[src/core/xbc_pkg.sv]
// Package of constants and types for the external bus cycle and reset controller
package xbc_pkg;
   localparam int ADDR_W = 12;
   localparam int DATA_W = 16;
   localparam logic [11:0] ADDR_RESET = 12'h000;
   localparam logic [11:0] PC_RESET = 12'h000;
   localparam logic [15:0] DATA_RESET = 16'h0000;
   // Least reset pulse from the outside party, in processor cycles
   localparam int RESET_MIN_CYCLES = 5;

   // Operation codes requested by the core
   typedef enum logic [2:0] {
      XBC_OP_NONE,
      XBC_OP_TABLE_READ,
      XBC_OP_TABLE_WRITE,
      XBC_OP_PORT_IN,
      XBC_OP_PORT_OUT
   } xbc_op_type;

   // Operation request from the core
   typedef struct packed {
      xbc_op_type        op;
      logic [11:0]       operandAddr;
      logic [15:0]       writeData;
   } xbc_req_type;

   // External bus pins, enables active low
   typedef struct packed {
      logic [11:0]       addr;
      logic              addrOe_n;
      logic [15:0]       dataOut;
      logic              dataOe_n;
      logic              readStrobe_n;
      logic              writeStrobe_n;
      logic              strobeOe_n;
   } xbc_bus_type;
endpackage

[src/core/xbc_bus_ctrl.sv]
// Bus cycle sequencer and reset handling for external program, data and port space
`timescale 1ns/1ps
`default_nettype none
module xbc_bus_ctrl
   import xbc_pkg::*;
(
   input  wire logic        ref_clk,
   input  wire logic        reset,
   input  wire logic        clkEn,
   input  wire logic        reset_in_n,
   input  wire xbc_req_type opReq,
   input  wire logic [15:0] dataIn,
   output xbc_bus_type      busOut,
   output logic [11:0]      programCounter,
   output logic [15:0]      fetchWord,
   output logic             fetchValid,
   output logic [15:0]      readWord,
   output logic             readValid,
   output logic             opAccept,
   output logic             inReset
);
   // Each bus cycle is split in two phases so write data leads the strobe
   typedef enum logic [3:0] {
      XBC_ST_RESET,
      XBC_ST_WAKE,
      XBC_ST_FETCH,
      XBC_ST_DUMMY,
      XBC_ST_TRD_DATA,
      XBC_ST_TWR_SETUP,
      XBC_ST_TWR_STROBE,
      XBC_ST_PIN_DATA,
      XBC_ST_POUT_SETUP,
      XBC_ST_POUT_STROBE
   } xbc_state_type;

   xbc_state_type state_q, state_d;
   xbc_req_type   req_q;
   logic          rstSync;
   logic          rstSync_q;
   logic          rstHeld_q;
   logic          phase_q;
   logic [11:0]   pc_q;
   logic [11:0]   addr_q;
   logic [15:0]   dOut_q;
   logic          dOe_n_q;
   logic          rd_n_q;
   logic          wr_n_q;
   logic          strOe_n_q;
   logic          aOe_n_q;
   logic [15:0]   fetch_q;
   logic          fetchV_q;
   logic [15:0]   read_q;
   logic          readV_q;

   // Pin is asynchronous, two flops before use
   xbc_sync uSync (
      .ref_clk (ref_clk),
      .reset   (reset),
      .clkEn   (clkEn),
      .asyncIn (reset_in_n),
      .syncOut (rstSync)
   );

   wire rstActive = ~rstSync;
   wire cycleEnd  = phase_q;
   wire isWrite   = (state_q == XBC_ST_TWR_STROBE) || (state_q == XBC_ST_POUT_STROBE);
   wire isReadCyc = (state_q == XBC_ST_FETCH) || (state_q == XBC_ST_DUMMY)
                  || (state_q == XBC_ST_TRD_DATA) || (state_q == XBC_ST_PIN_DATA);
   wire takeOp    = (state_q == XBC_ST_FETCH) && cycleEnd && !rstActive;
   wire [11:0] busAddr = (state_q == XBC_ST_FETCH || state_q == XBC_ST_DUMMY)
                       ? pc_q : req_q.operandAddr;

   // Sequencer: RESET and WAKE take one clock each once released; every other state lasts one two-phase bus cycle
   always_comb
   begin
      state_d = state_q;
      if (rstActive)
         state_d = XBC_ST_RESET;
      else if (state_q == XBC_ST_RESET)
         state_d = XBC_ST_WAKE;
      else if (state_q == XBC_ST_WAKE)
         state_d = XBC_ST_FETCH;
      else if (cycleEnd)
      begin
         unique case (state_q)
            XBC_ST_FETCH:
            begin
               unique case (opReq.op)
                  XBC_OP_TABLE_READ:  state_d = XBC_ST_DUMMY;
                  XBC_OP_TABLE_WRITE: state_d = XBC_ST_DUMMY;
                  XBC_OP_PORT_IN:     state_d = XBC_ST_PIN_DATA;
                  XBC_OP_PORT_OUT:    state_d = XBC_ST_POUT_SETUP;
                  default:            state_d = XBC_ST_FETCH;
               endcase
            end
            XBC_ST_DUMMY:
               state_d = (req_q.op == XBC_OP_TABLE_READ) ? XBC_ST_TRD_DATA
                                                         : XBC_ST_TWR_SETUP;
            XBC_ST_TWR_SETUP:   state_d = XBC_ST_TWR_STROBE;
            XBC_ST_POUT_SETUP:  state_d = XBC_ST_POUT_STROBE;
            default:            state_d = XBC_ST_FETCH;
         endcase
      end
   end

   // State, phase and captured request
   always_ff @(posedge ref_clk)
   begin
      if (reset)
      begin
         state_q <= XBC_ST_RESET;
         phase_q <= 1'b0;
         req_q   <= '0;
      end
      else if (clkEn)
      begin
         state_q <= state_d;
         phase_q <= (state_d != state_q || rstActive) ? 1'b0 : ~phase_q;
         if (takeOp)
            req_q <= opReq;
      end
   end

   // Reset entry: strobes high now, float and clear two cycles later
   always_ff @(posedge ref_clk)
   begin
      if (reset)
      begin
         rstSync_q <= 1'b1;
         rstHeld_q <= 1'b1;
      end
      else if (clkEn)
      begin
         rstSync_q <= rstSync;
         rstHeld_q <= rstActive && !rstSync_q;
      end
   end

   // Program counter advances at the end of each instruction fetch
   always_ff @(posedge ref_clk)
   begin
      if (reset)
         pc_q <= PC_RESET;
      else if (clkEn)
      begin
         if (rstHeld_q)
            pc_q <= PC_RESET;
         else if (state_q == XBC_ST_FETCH && cycleEnd && !rstActive)
            pc_q <= pc_q + 12'h001;
      end
   end

   // Pin drivers; strobes only low in the second phase of a cycle
   always_ff @(posedge ref_clk)
   begin
      if (reset)
      begin
         addr_q    <= ADDR_RESET;
         aOe_n_q   <= 1'b1;
         dOut_q    <= DATA_RESET;
         dOe_n_q   <= 1'b1;
         rd_n_q    <= 1'b1;
         wr_n_q    <= 1'b1;
         strOe_n_q <= 1'b1;
      end
      else if (clkEn)
      begin
         if (rstActive)
         begin
            rd_n_q  <= 1'b1;
            wr_n_q  <= 1'b1;
            dOe_n_q <= 1'b1;
            if (rstHeld_q)
            begin
               strOe_n_q <= 1'b1;
               aOe_n_q   <= 1'b1;
               addr_q    <= ADDR_RESET;
            end
         end
         else if (state_q == XBC_ST_RESET || state_q == XBC_ST_WAKE)
         begin
            strOe_n_q <= 1'b0;
            aOe_n_q   <= 1'b0;
            addr_q    <= ADDR_RESET;
         end
         else
         begin
            addr_q  <= busAddr;
            // Data driven in setup and strobe phases, ahead of the write edge
            dOe_n_q <= !(state_d == XBC_ST_TWR_SETUP || state_d == XBC_ST_TWR_STROBE
                       || state_d == XBC_ST_POUT_SETUP || state_d == XBC_ST_POUT_STROBE);
            dOut_q  <= takeOp ? opReq.writeData : req_q.writeData;
            rd_n_q  <= !(isReadCyc && !phase_q);
            wr_n_q  <= !(isWrite && !phase_q);
         end
      end
   end

   // Capture read data at the end of the strobe
   always_ff @(posedge ref_clk)
   begin
      if (reset)
      begin
         fetch_q  <= DATA_RESET;
         fetchV_q <= 1'b0;
         read_q   <= DATA_RESET;
         readV_q  <= 1'b0;
      end
      else if (clkEn)
      begin
         fetchV_q <= (state_q == XBC_ST_FETCH) && cycleEnd && !rstActive;
         readV_q  <= (state_q == XBC_ST_TRD_DATA || state_q == XBC_ST_PIN_DATA) && cycleEnd;
         if (state_q == XBC_ST_FETCH && cycleEnd)
            fetch_q <= dataIn;
         if ((state_q == XBC_ST_TRD_DATA || state_q == XBC_ST_PIN_DATA) && cycleEnd)
            read_q <= dataIn;
      end
   end

   assign busOut.addr          = addr_q;
   assign busOut.addrOe_n      = aOe_n_q;
   assign busOut.dataOut       = dOut_q;
   assign busOut.dataOe_n      = dOe_n_q;
   assign busOut.readStrobe_n  = rd_n_q;
   assign busOut.writeStrobe_n = wr_n_q;
   assign busOut.strobeOe_n    = strOe_n_q;
   assign programCounter       = pc_q;
   assign fetchWord            = fetch_q;
   assign fetchValid           = fetchV_q;
   assign readWord             = read_q;
   assign readValid            = readV_q;
   assign opAccept             = takeOp;
   assign inReset              = (state_q == XBC_ST_RESET);
   // Checks
   property p_strobe_excl;
      @(posedge ref_clk) disable iff (reset)
      !(!busOut.readStrobe_n && !busOut.writeStrobe_n);
   endproperty
   a_strobe_excl: assert property (p_strobe_excl) else $error("both strobes low");
   property p_reset_strobes_high;
      @(posedge ref_clk) disable iff (reset)
      (clkEn && rstActive) |=> (busOut.readStrobe_n && busOut.writeStrobe_n);
   endproperty
   a_reset_strobes_high: assert property (p_reset_strobes_high) else $error("strobe low in reset");
   // Three reset cycles in a row, so the two-cycle float delay on entry cannot trip it
   property p_reset_float;
      @(posedge ref_clk) disable iff (reset)
      (clkEn && rstActive)[*3] |=> (busOut.addrOe_n && busOut.strobeOe_n);
   endproperty
   a_reset_float: assert property (p_reset_float) else $error("bus not floated");
   property p_pc_clear;
      @(posedge ref_clk) disable iff (reset)
      (clkEn && rstHeld_q) |=> (pc_q == PC_RESET && addr_q == ADDR_RESET);
   endproperty
   a_pc_clear: assert property (p_pc_clear) else $error("pc not cleared");
   property p_resume;
      @(posedge ref_clk) disable iff (reset || !clkEn)
      (state_q == XBC_ST_RESET && !rstActive) |=> state_q == XBC_ST_WAKE ##1 state_q == XBC_ST_FETCH;
   endproperty
   a_resume: assert property (p_resume) else $error("resume late");
   property p_write_data_lead;
      @(posedge ref_clk) disable iff (reset)
      $fell(busOut.writeStrobe_n) |-> !$past(busOut.dataOe_n);
   endproperty
   a_write_data_lead: assert property (p_write_data_lead) else $error("data late");
   property p_write_only_out;
      @(posedge ref_clk) disable iff (reset)
      !busOut.writeStrobe_n |-> !busOut.dataOe_n;
   endproperty
   a_write_only_out: assert property (p_write_only_out) else $error("write without data");
   property p_trd_order;
      @(posedge ref_clk) disable iff (reset || !clkEn || rstActive)
      (state_q == XBC_ST_DUMMY && req_q.op == XBC_OP_TABLE_READ && cycleEnd)
      |=> state_q == XBC_ST_TRD_DATA ##2 state_q == XBC_ST_FETCH;
   endproperty
   a_trd_order: assert property (p_trd_order) else $error("table read order");
   property p_pin_addr;
      @(posedge ref_clk) disable iff (reset || !clkEn || rstActive)
      (state_q == XBC_ST_PIN_DATA) |=> busOut.addr == $past(req_q.operandAddr);
   endproperty
   a_pin_addr: assert property (p_pin_addr) else $error("port address wrong");
   c_trd:  cover property (@(posedge ref_clk) state_q == XBC_ST_TRD_DATA);
   c_twr:  cover property (@(posedge ref_clk) state_q == XBC_ST_TWR_STROBE);
   c_pout: cover property (@(posedge ref_clk) state_q == XBC_ST_POUT_STROBE);
   c_rst:  cover property (@(posedge ref_clk) $fell(rstActive));
endmodule
`default_nettype wire

[src/core/xbc_sync.sv]
// Two-stage synchroniser for an asynchronous level
`timescale 1ns/1ps
`default_nettype none
module xbc_sync
   import xbc_pkg::*;
(
   input  wire logic ref_clk,
   input  wire logic reset,
   input  wire logic clkEn,
   input  wire logic asyncIn,
   output logic      syncOut
);
   logic stage1_q;
   logic stage2_q;

   // Resets high so a released pin reads idle
   always_ff @(posedge ref_clk)
   begin
      if (reset)
      begin
         stage1_q <= 1'b1;
         stage2_q <= 1'b1;
      end
      else if (clkEn)
      begin
         stage1_q <= asyncIn;
         stage2_q <= stage1_q;
      end
   end

   assign syncOut = stage2_q;
endmodule
`default_nettype wire

[config.mk]
export PLATFORM = sky130hd
export DESIGN_NAME = xbc_bus_ctrl
export DESIGN_NICKNAME = d
export VERILOG_FILES = /design/src/core/xbc_pkg.sv /design/src/core/xbc_bus_ctrl.sv /design/src/core/xbc_sync.sv
export SDC_FILE = /design/constraint.sdc
export NUM_CORES = 1
export LEC_CHECK = 0
export BUFFER_PORTS_ARGS = -buffer_cell sky130_fd_sc_hd__buf_4
export CORE_UTILIZATION = 35
export CTS_CLUSTER_DIAMETER = 60
export CTS_CLUSTER_SIZE = 28
export DETAILED_ROUTE_END_ITERATION = 8
export GPL_TIMING_DRIVEN = 0
export PLACE_DENSITY_LB_ADDON = 0.15
export SYNTH_ARGS = -nofsm -noshare
export SYNTH_HDL_FRONTEND = slang
export SYNTH_SLANG_ARGS = --single-unit
[constraint.sdc]
create_clock -name ref_clk -period 2.2 [get_ports ref_clk]
set_input_delay 0.33 -clock ref_clk [delete_from_list [all_inputs] [get_ports ref_clk]]
set_output_delay 0.33 -clock ref_clk [all_outputs]
set_load 0.03 [all_outputs]
## After elaboration in Yosys (flattened, before gate mapping)

Cells that the tools add are included.

| operators by class | value |
|---|---|
| add/sub/neg operators | 1 |
| bitwise logic cells | 3 |
| reductions and logical operators | 33 |
| equality and inequality tests | 21 |
| shift-type cells | 0 |
| divide/modulo/power cells | 0 |
| order comparisons | 0 |
| multiplexer cells | 24 |
| multipliers | 0 |

Operators with widths:

| operator | number |
|---|---|
| 12-bit two-way mux | 6 |
| 4-bit by 3-bit == test with 1-bit output, second input constant | 6 |
| 4-bit == test, second input constant | 4 |
| 16-bit two-way mux | 1 |
| 4-bit two-way mux | 4 |
| 4-bit one-hot mux with 4 select lines | 1 |
| 12-bit by 1-bit adder with 12-bit output, second input constant | 1 |
| 4-bit one-hot mux with 3 select lines | 1 |
| 2-bit AND reduction | 6 |
| 1-bit two-way mux | 11 |
| 1-bit logical OR | 10 |
| 4-bit by 2-bit == test with 1-bit output, second input constant | 2 |
| 3-bit by 1-bit == test with 1-bit output, second input constant | 2 |
| 3-bit by 2-bit == test with 1-bit output, second input constant | 2 |
| 1-bit logical AND | 6 |
| 3-bit AND reduction | 2 |
| 1-bit logical NOT | 5 |
| 4-bit by 1-bit == test with 1-bit output, second input constant | 1 |
| 4-bit logical NOT | 1 |
| 2-bit inequality test, second input constant | 2 |
| 4-bit inequality test | 1 |
| 2-bit nonzero test | 2 |
| 3-bit == test, second input constant | 1 |
| 1-bit NOT | 3 |
| 2-bit OR reduction | 1 |

| word-level totals | value |
|---|---|
| bits of input ports | 51 |
| RAM bits | 0 |
| bits in read-only memories | 0 |
| output and inout bits | 81 |
| logic and storage cells | 102 |
| latch bits | 0 |
| memories kept | 0 |
| flip-flop bits (word level) | 118 |

## Depth between registers and ports, before layout

| logic depth | value |
|---|---|
| depth after elaboration | 15 |
| gate-level depth with buffers | 8 |
| depth with buffers taken out | 5 |

## By module

From an unflattened synthesis, not the netlist that was laid out.

| unflattened totals | value |
|---|---|
| cell total of the unflattened synthesis | 563 |
| area total of the unflattened synthesis | 4888.4 um^2 |

Modules (own cells, without submodules):

| module | cells each | instances | sequential area each (um^2) | area each (um^2) |
|---|---|---|---|---|
| xbc_bus_ctrl | 557 | 1 | 2322.2 | 4818.4 |
| xbc_sync | 6 | 1 | 40.0 | 70.1 |

## Least setup slack after synthesis

OpenSTA, ideal clock, no wires.

| timing | value |
|---|---|
| path type | register to output |
| from | register state_q[0] |
| to | output port opAccept |
| data required time | 1.870 ns |
| arrival time | 1.507 ns |
| cell stages (with the launch flop) | 8 |
| path buffers | 3 |
| path slack | 0.363 ns |
| cells stage by stage | dfxtp_1 -> buf_2 -> nor2b_1 -> and2_1 -> buf_4 -> nand2_2 -> buf_4 -> inv_1 |

| on the way | value |
|---|---|
| word-level cells in the longest chain between the ends | 3 |

Ends and longest elaborated chain:

| what | line | RTL |
|---|---|---|
| start, declared | xbc_bus_ctrl.sv:36 | `xbc_state_type state_q, state_d;` |
| start signal, assigned | xbc_bus_ctrl.sv:117 | `state_q <= state_d;` |
| 4-bit by 2-bit == test with 1-bit output | xbc_bus_ctrl.sv:69 | `wire takeOp = (state_q == XBC_ST_FETCH) && cycleEnd && !rstActive;` |
| 1-bit logical AND (2 in series) | xbc_bus_ctrl.sv:69 |  |
| end, declared | xbc_bus_ctrl.sv:19 | `output logic opAccept,` |

No other way between the ends.

## Worst setup path after layout

| timing | value |
|---|---|
| from | register state_q[1] |
| to | output port opAccept |

The elaborated chain is that of the path after synthesis.

==> results.sh <==
export IMPL_worst_path_max_fanout=17
export IMPL_synth_area_leaders="sky130_fd_sc_hd__dfxtp_1 47%, sky130_fd_sc_hd__nand2_1 12%, sky130_fd_sc_hd__a21oi_1 5.8%"
export IMPL_power_per_cell_area_nw_per_um2=755
export IMPL_drt_total_wl_mm=14.6
export IMPL_hold_path_class="input port to register"
export IMPL_layout_commonest_cell="sky130_fd_sc_hd__nand2_1"
export IMPL_timing_final_setup_violations=0
export IMPL_preCtsSetupSlack_ps=-53.2
export IMPL_ant_nets=0
export IMPL_drcViolationCount=0
export IMPL_cts_root_to_sink_buffers=2
export IMPL_antenna_diode_count=0
export IMPL_final_core_area_utilization_pct=48.8
export IMPL_initial_core_utilization_pct=36.2
export IMPL_ios=132
export IMPL_yosys_warnings=0
export IMPL_routed_wire_length_per_instance_um=15.3
export IMPL_post_drt_via_cell_ratio=4.96
export IMPL_layout_drive_gt1_share_pct=27.0
export IMPL_register_area_share_after_synthesis_pct=46.6
export IMPL_critPathKind="register to primary output"
export IMPL_timing_final_max_slew_violations=0
export IMPL_numCtsBuffers=17
export IMPL_die_area_um2=15000
export IMPL_clock_tree_htree_level_count=4
export IMPL_number_of_nets_at_the_end_of_the_flow=816
export IMPL_critPathRequiredTime_ps=1870
export IMPL_unrepaired_setup_endpoints_after_global_routing="no"
export IMPL_worstSkewPairLatency_ps=410
export IMPL_cts_reportedPaths_clkPinSlew_ps=50
export IMPL_synth_edf_count=0
export IMPL_design_core_area_um2=14000
export IMPL_maxClockFrequency_mhz=480
export IMPL_synth_top_area_share_pct=46.6
export IMPL_drtPass1Iterations=5
export IMPL_post_route_worst_setup_slack_ps=118
export IMPL_post_synth_inst_count=614
export IMPL_via_count_of_the_first_global_routing_pass=4476
export IMPL_flow_area_growth_from_synthesis_pct=34.9
export IMPL_setup_worst_path_start_class="register"
export IMPL_dpl_cell_count=924
export IMPL_result_of_the_run="finished clean"
export IMPL_cts_hold_buf=0
export IMPL_critical_path_arrival_ps=1750
export IMPL_hpwlAfterDp_mm=10.7
export IMPL_dominantRegCellSynth="sky130_fd_sc_hd__dfxtp_1"
export IMPL_worst_clock_skew_ps=16.4
export IMPL_placement_io_buffers=130
export IMPL_syn_num_nets=666
export IMPL_final_hold_worst_slack_ps=150
export IMPL_finish_cell_count_without_fillers=954
export IMPL_postSynth_asyncResetShare_pct=0
export IMPL_worst_slew_margin_pct=58.5
export IMPL_vias_after_detailed_routing=4736
export IMPL_max_cap_viol_count=0
export IMPL_synth_area_per_cell_um2=8.25
export IMPL_layout_cells_most_common_list="161 x sky130_fd_sc_hd__nand2_1, 140 x sky130_fd_sc_hd__buf_4, 116 x sky130_fd_sc_hd__dfxtp_1, 67 x sky130_fd_sc_hd__nor2_1, 59 x sky130_fd_sc_hd__a21oi_1"
export IMPL_post_synth_num_cell_types=53
export IMPL_wire_length_of_the_first_global_routing_pass_mm=22.8
export IMPL_dr_first_iter_drc_count=284
export IMPL_clkSinkCount=118
export IMPL_grt_usage_pct=20.0
export IMPL_syn_cell_area_um2=5060
export IMPL_worst_margin_pin_slew_ps=622
export IMPL_yosys_register_bits=118
export IMPL_ir_drop_worst_vdd_uv=523
export IMPL_cts_root_buf="sky130_fd_sc_hd__clkbuf_16"
export IMPL_netlist_top_cell_by_area="sky130_fd_sc_hd__dfxtp_1"
export IMPL_critical_path_endpoint_type="primary output"
export IMPL_pin_count_of_the_biggest_net_entering_global_routing=18
export IMPL_globalRoute_totalOverflow=0
export IMPL_chipHeight_um=122
export IMPL_fin_crit_ps=2080
export IMPL_total_leakage_power_nw=2.63
export IMPL_hold_viol=0
export IMPL_die_width_um=122
export IMPL_clock_tree_from_tritoncts="yes"
export IMPL_gp_congestion=0.854
export IMPL_number_of_antenna_violations_at_the_first_check_in_global_routing=0
export IMPL_rows=43
export IMPL_setup_total_negative_slack_ps=0
export IMPL_layout_worst_path_cycle_share_pct=94.7
per-stage QoR:
stage | area [um^2] | total power, W
4_1_cts | 6830 | 0.00521
3_5_place_dp | 6270 | 0.00268
2_1_floorplan | 5060 | 0.00248
6_report | 6830 | 0.00516
3_3_place_gp | 6270 | 0.00267
5_1_grt | 6830 | 0.00535
timing repair:
action / 4_1_cts / 5_1_grt
setup buffers: 2 / 0
resized for setup: 8 / 2
setup endpoints to repair: 1 / 2
pin swaps: 1 / 0
synth_stat cells, types with 5 or more instances:
| master | count |
|---|---|
| sky130_fd_sc_hd__clkbuf_1 | 21 |
| sky130_fd_sc_hd__xnor2_1 | 10 |
| sky130_fd_sc_hd__buf_4 | 10 |
| sky130_fd_sc_hd__nor2b_1 | 7 |
| sky130_fd_sc_hd__a21oi_1 | 59 |
| sky130_fd_sc_hd__nor2_1 | 67 |
| sky130_fd_sc_hd__nand3_1 | 21 |
| sky130_fd_sc_hd__a311oi_2 | 10 |
| sky130_fd_sc_hd__buf_2 | 15 |
| sky130_fd_sc_hd__a22oi_1 | 12 |
| sky130_fd_sc_hd__inv_1 | 8 |
| sky130_fd_sc_hd__mux2i_1 | 21 |
| sky130_fd_sc_hd__dfxtp_1 | 118 |
| sky130_fd_sc_hd__nand2_1 | 161 |
| sky130_fd_sc_hd__a311oi_1 | 6 |
| sky130_fd_sc_hd__o21ai_0 | 5 |
| sky130_fd_sc_hd__nor4_1 | 7 |
layout make-up:
type	instances	area, um^2
fill	1361	7160
tap	180	225
timing repair buffer	132	991
clock buffer	24	482
inverter	8	30.0
buffer	49	268
multi-input combinational	438	2420
clock inverter	5	50.0
sequential	118	2370
logic make-up after synthesis:
group | count (synthesis) | synth area share (%)
AND/OR/NAND/NOR | 293 | 25.5
flip-flops | 118 | 46.6
AO/OA/AOI/OAI | 112 | 15.6
buffers and inverters | 58 | 5.93
multiplexers | 21 | 4.15
XOR/XNOR | 11 | 1.90
adder cells (fa/ha/maj) | 1 | 0.247
worst max-delay path, stage by stage, from the launching register on:
cell and delay (ps):
sky130_fd_sc_hd__dfxtp_4 370, sky130_fd_sc_hd__nor3b_4 250, sky130_fd_sc_hd__and2_4 180, sky130_fd_sc_hd__buf_6 150, sky130_fd_sc_hd__nand2_4 150, sky130_fd_sc_hd__inv_1 90, sky130_fd_sc_hd__buf_4 160
metal layers:
| metal | wire (um) | up-vias | GRT usage, % |
|---|---|---|---|
| met5 | 0 | - | 0 |
| met2 | 6830 | 125 | 31.8 |
| met1 | 6840 | 2228 | 26.2 |
| met3 | 779 | 8 | 5.25 |
| li1 | - | 2375 | - |
| met4 | 138 | 0 | 6.94 |
worst paths after layout:
path,start,to,slack (ps),depth (start not counted)
hold reg to reg,rstSync_q,rstHeld_q,430,1
setup reg to reg,state_q[3],readWord[13],230,7
setup / recovery,state_q[1],opAccept,120,6
hold / removal,reset_in_n,uSync.stage1_q,150,3
power by group:
| part | total, W | switching, W | internal, W |
|---|---|---|---|
| Sequential | 0.00220 | 0.0000241 | 0.00217 |
| Combinational | 0.000447 | 0.000271 | 0.000176 |
| Clock | 0.00251 | 0.000901 | 0.00161 |
| Total | 0.00516 | 0.00120 | 0.00396 |
sequential cells by signal, indices dropped and copies added (netlist names), 4 cells and up:
signal	flops
programCounter	12
req_q	31
dOut_q	16
addr_q	12
fetchWord	16
readWord	16
state_q	4
Note: power is estimated with default switching activity, not from simulation.
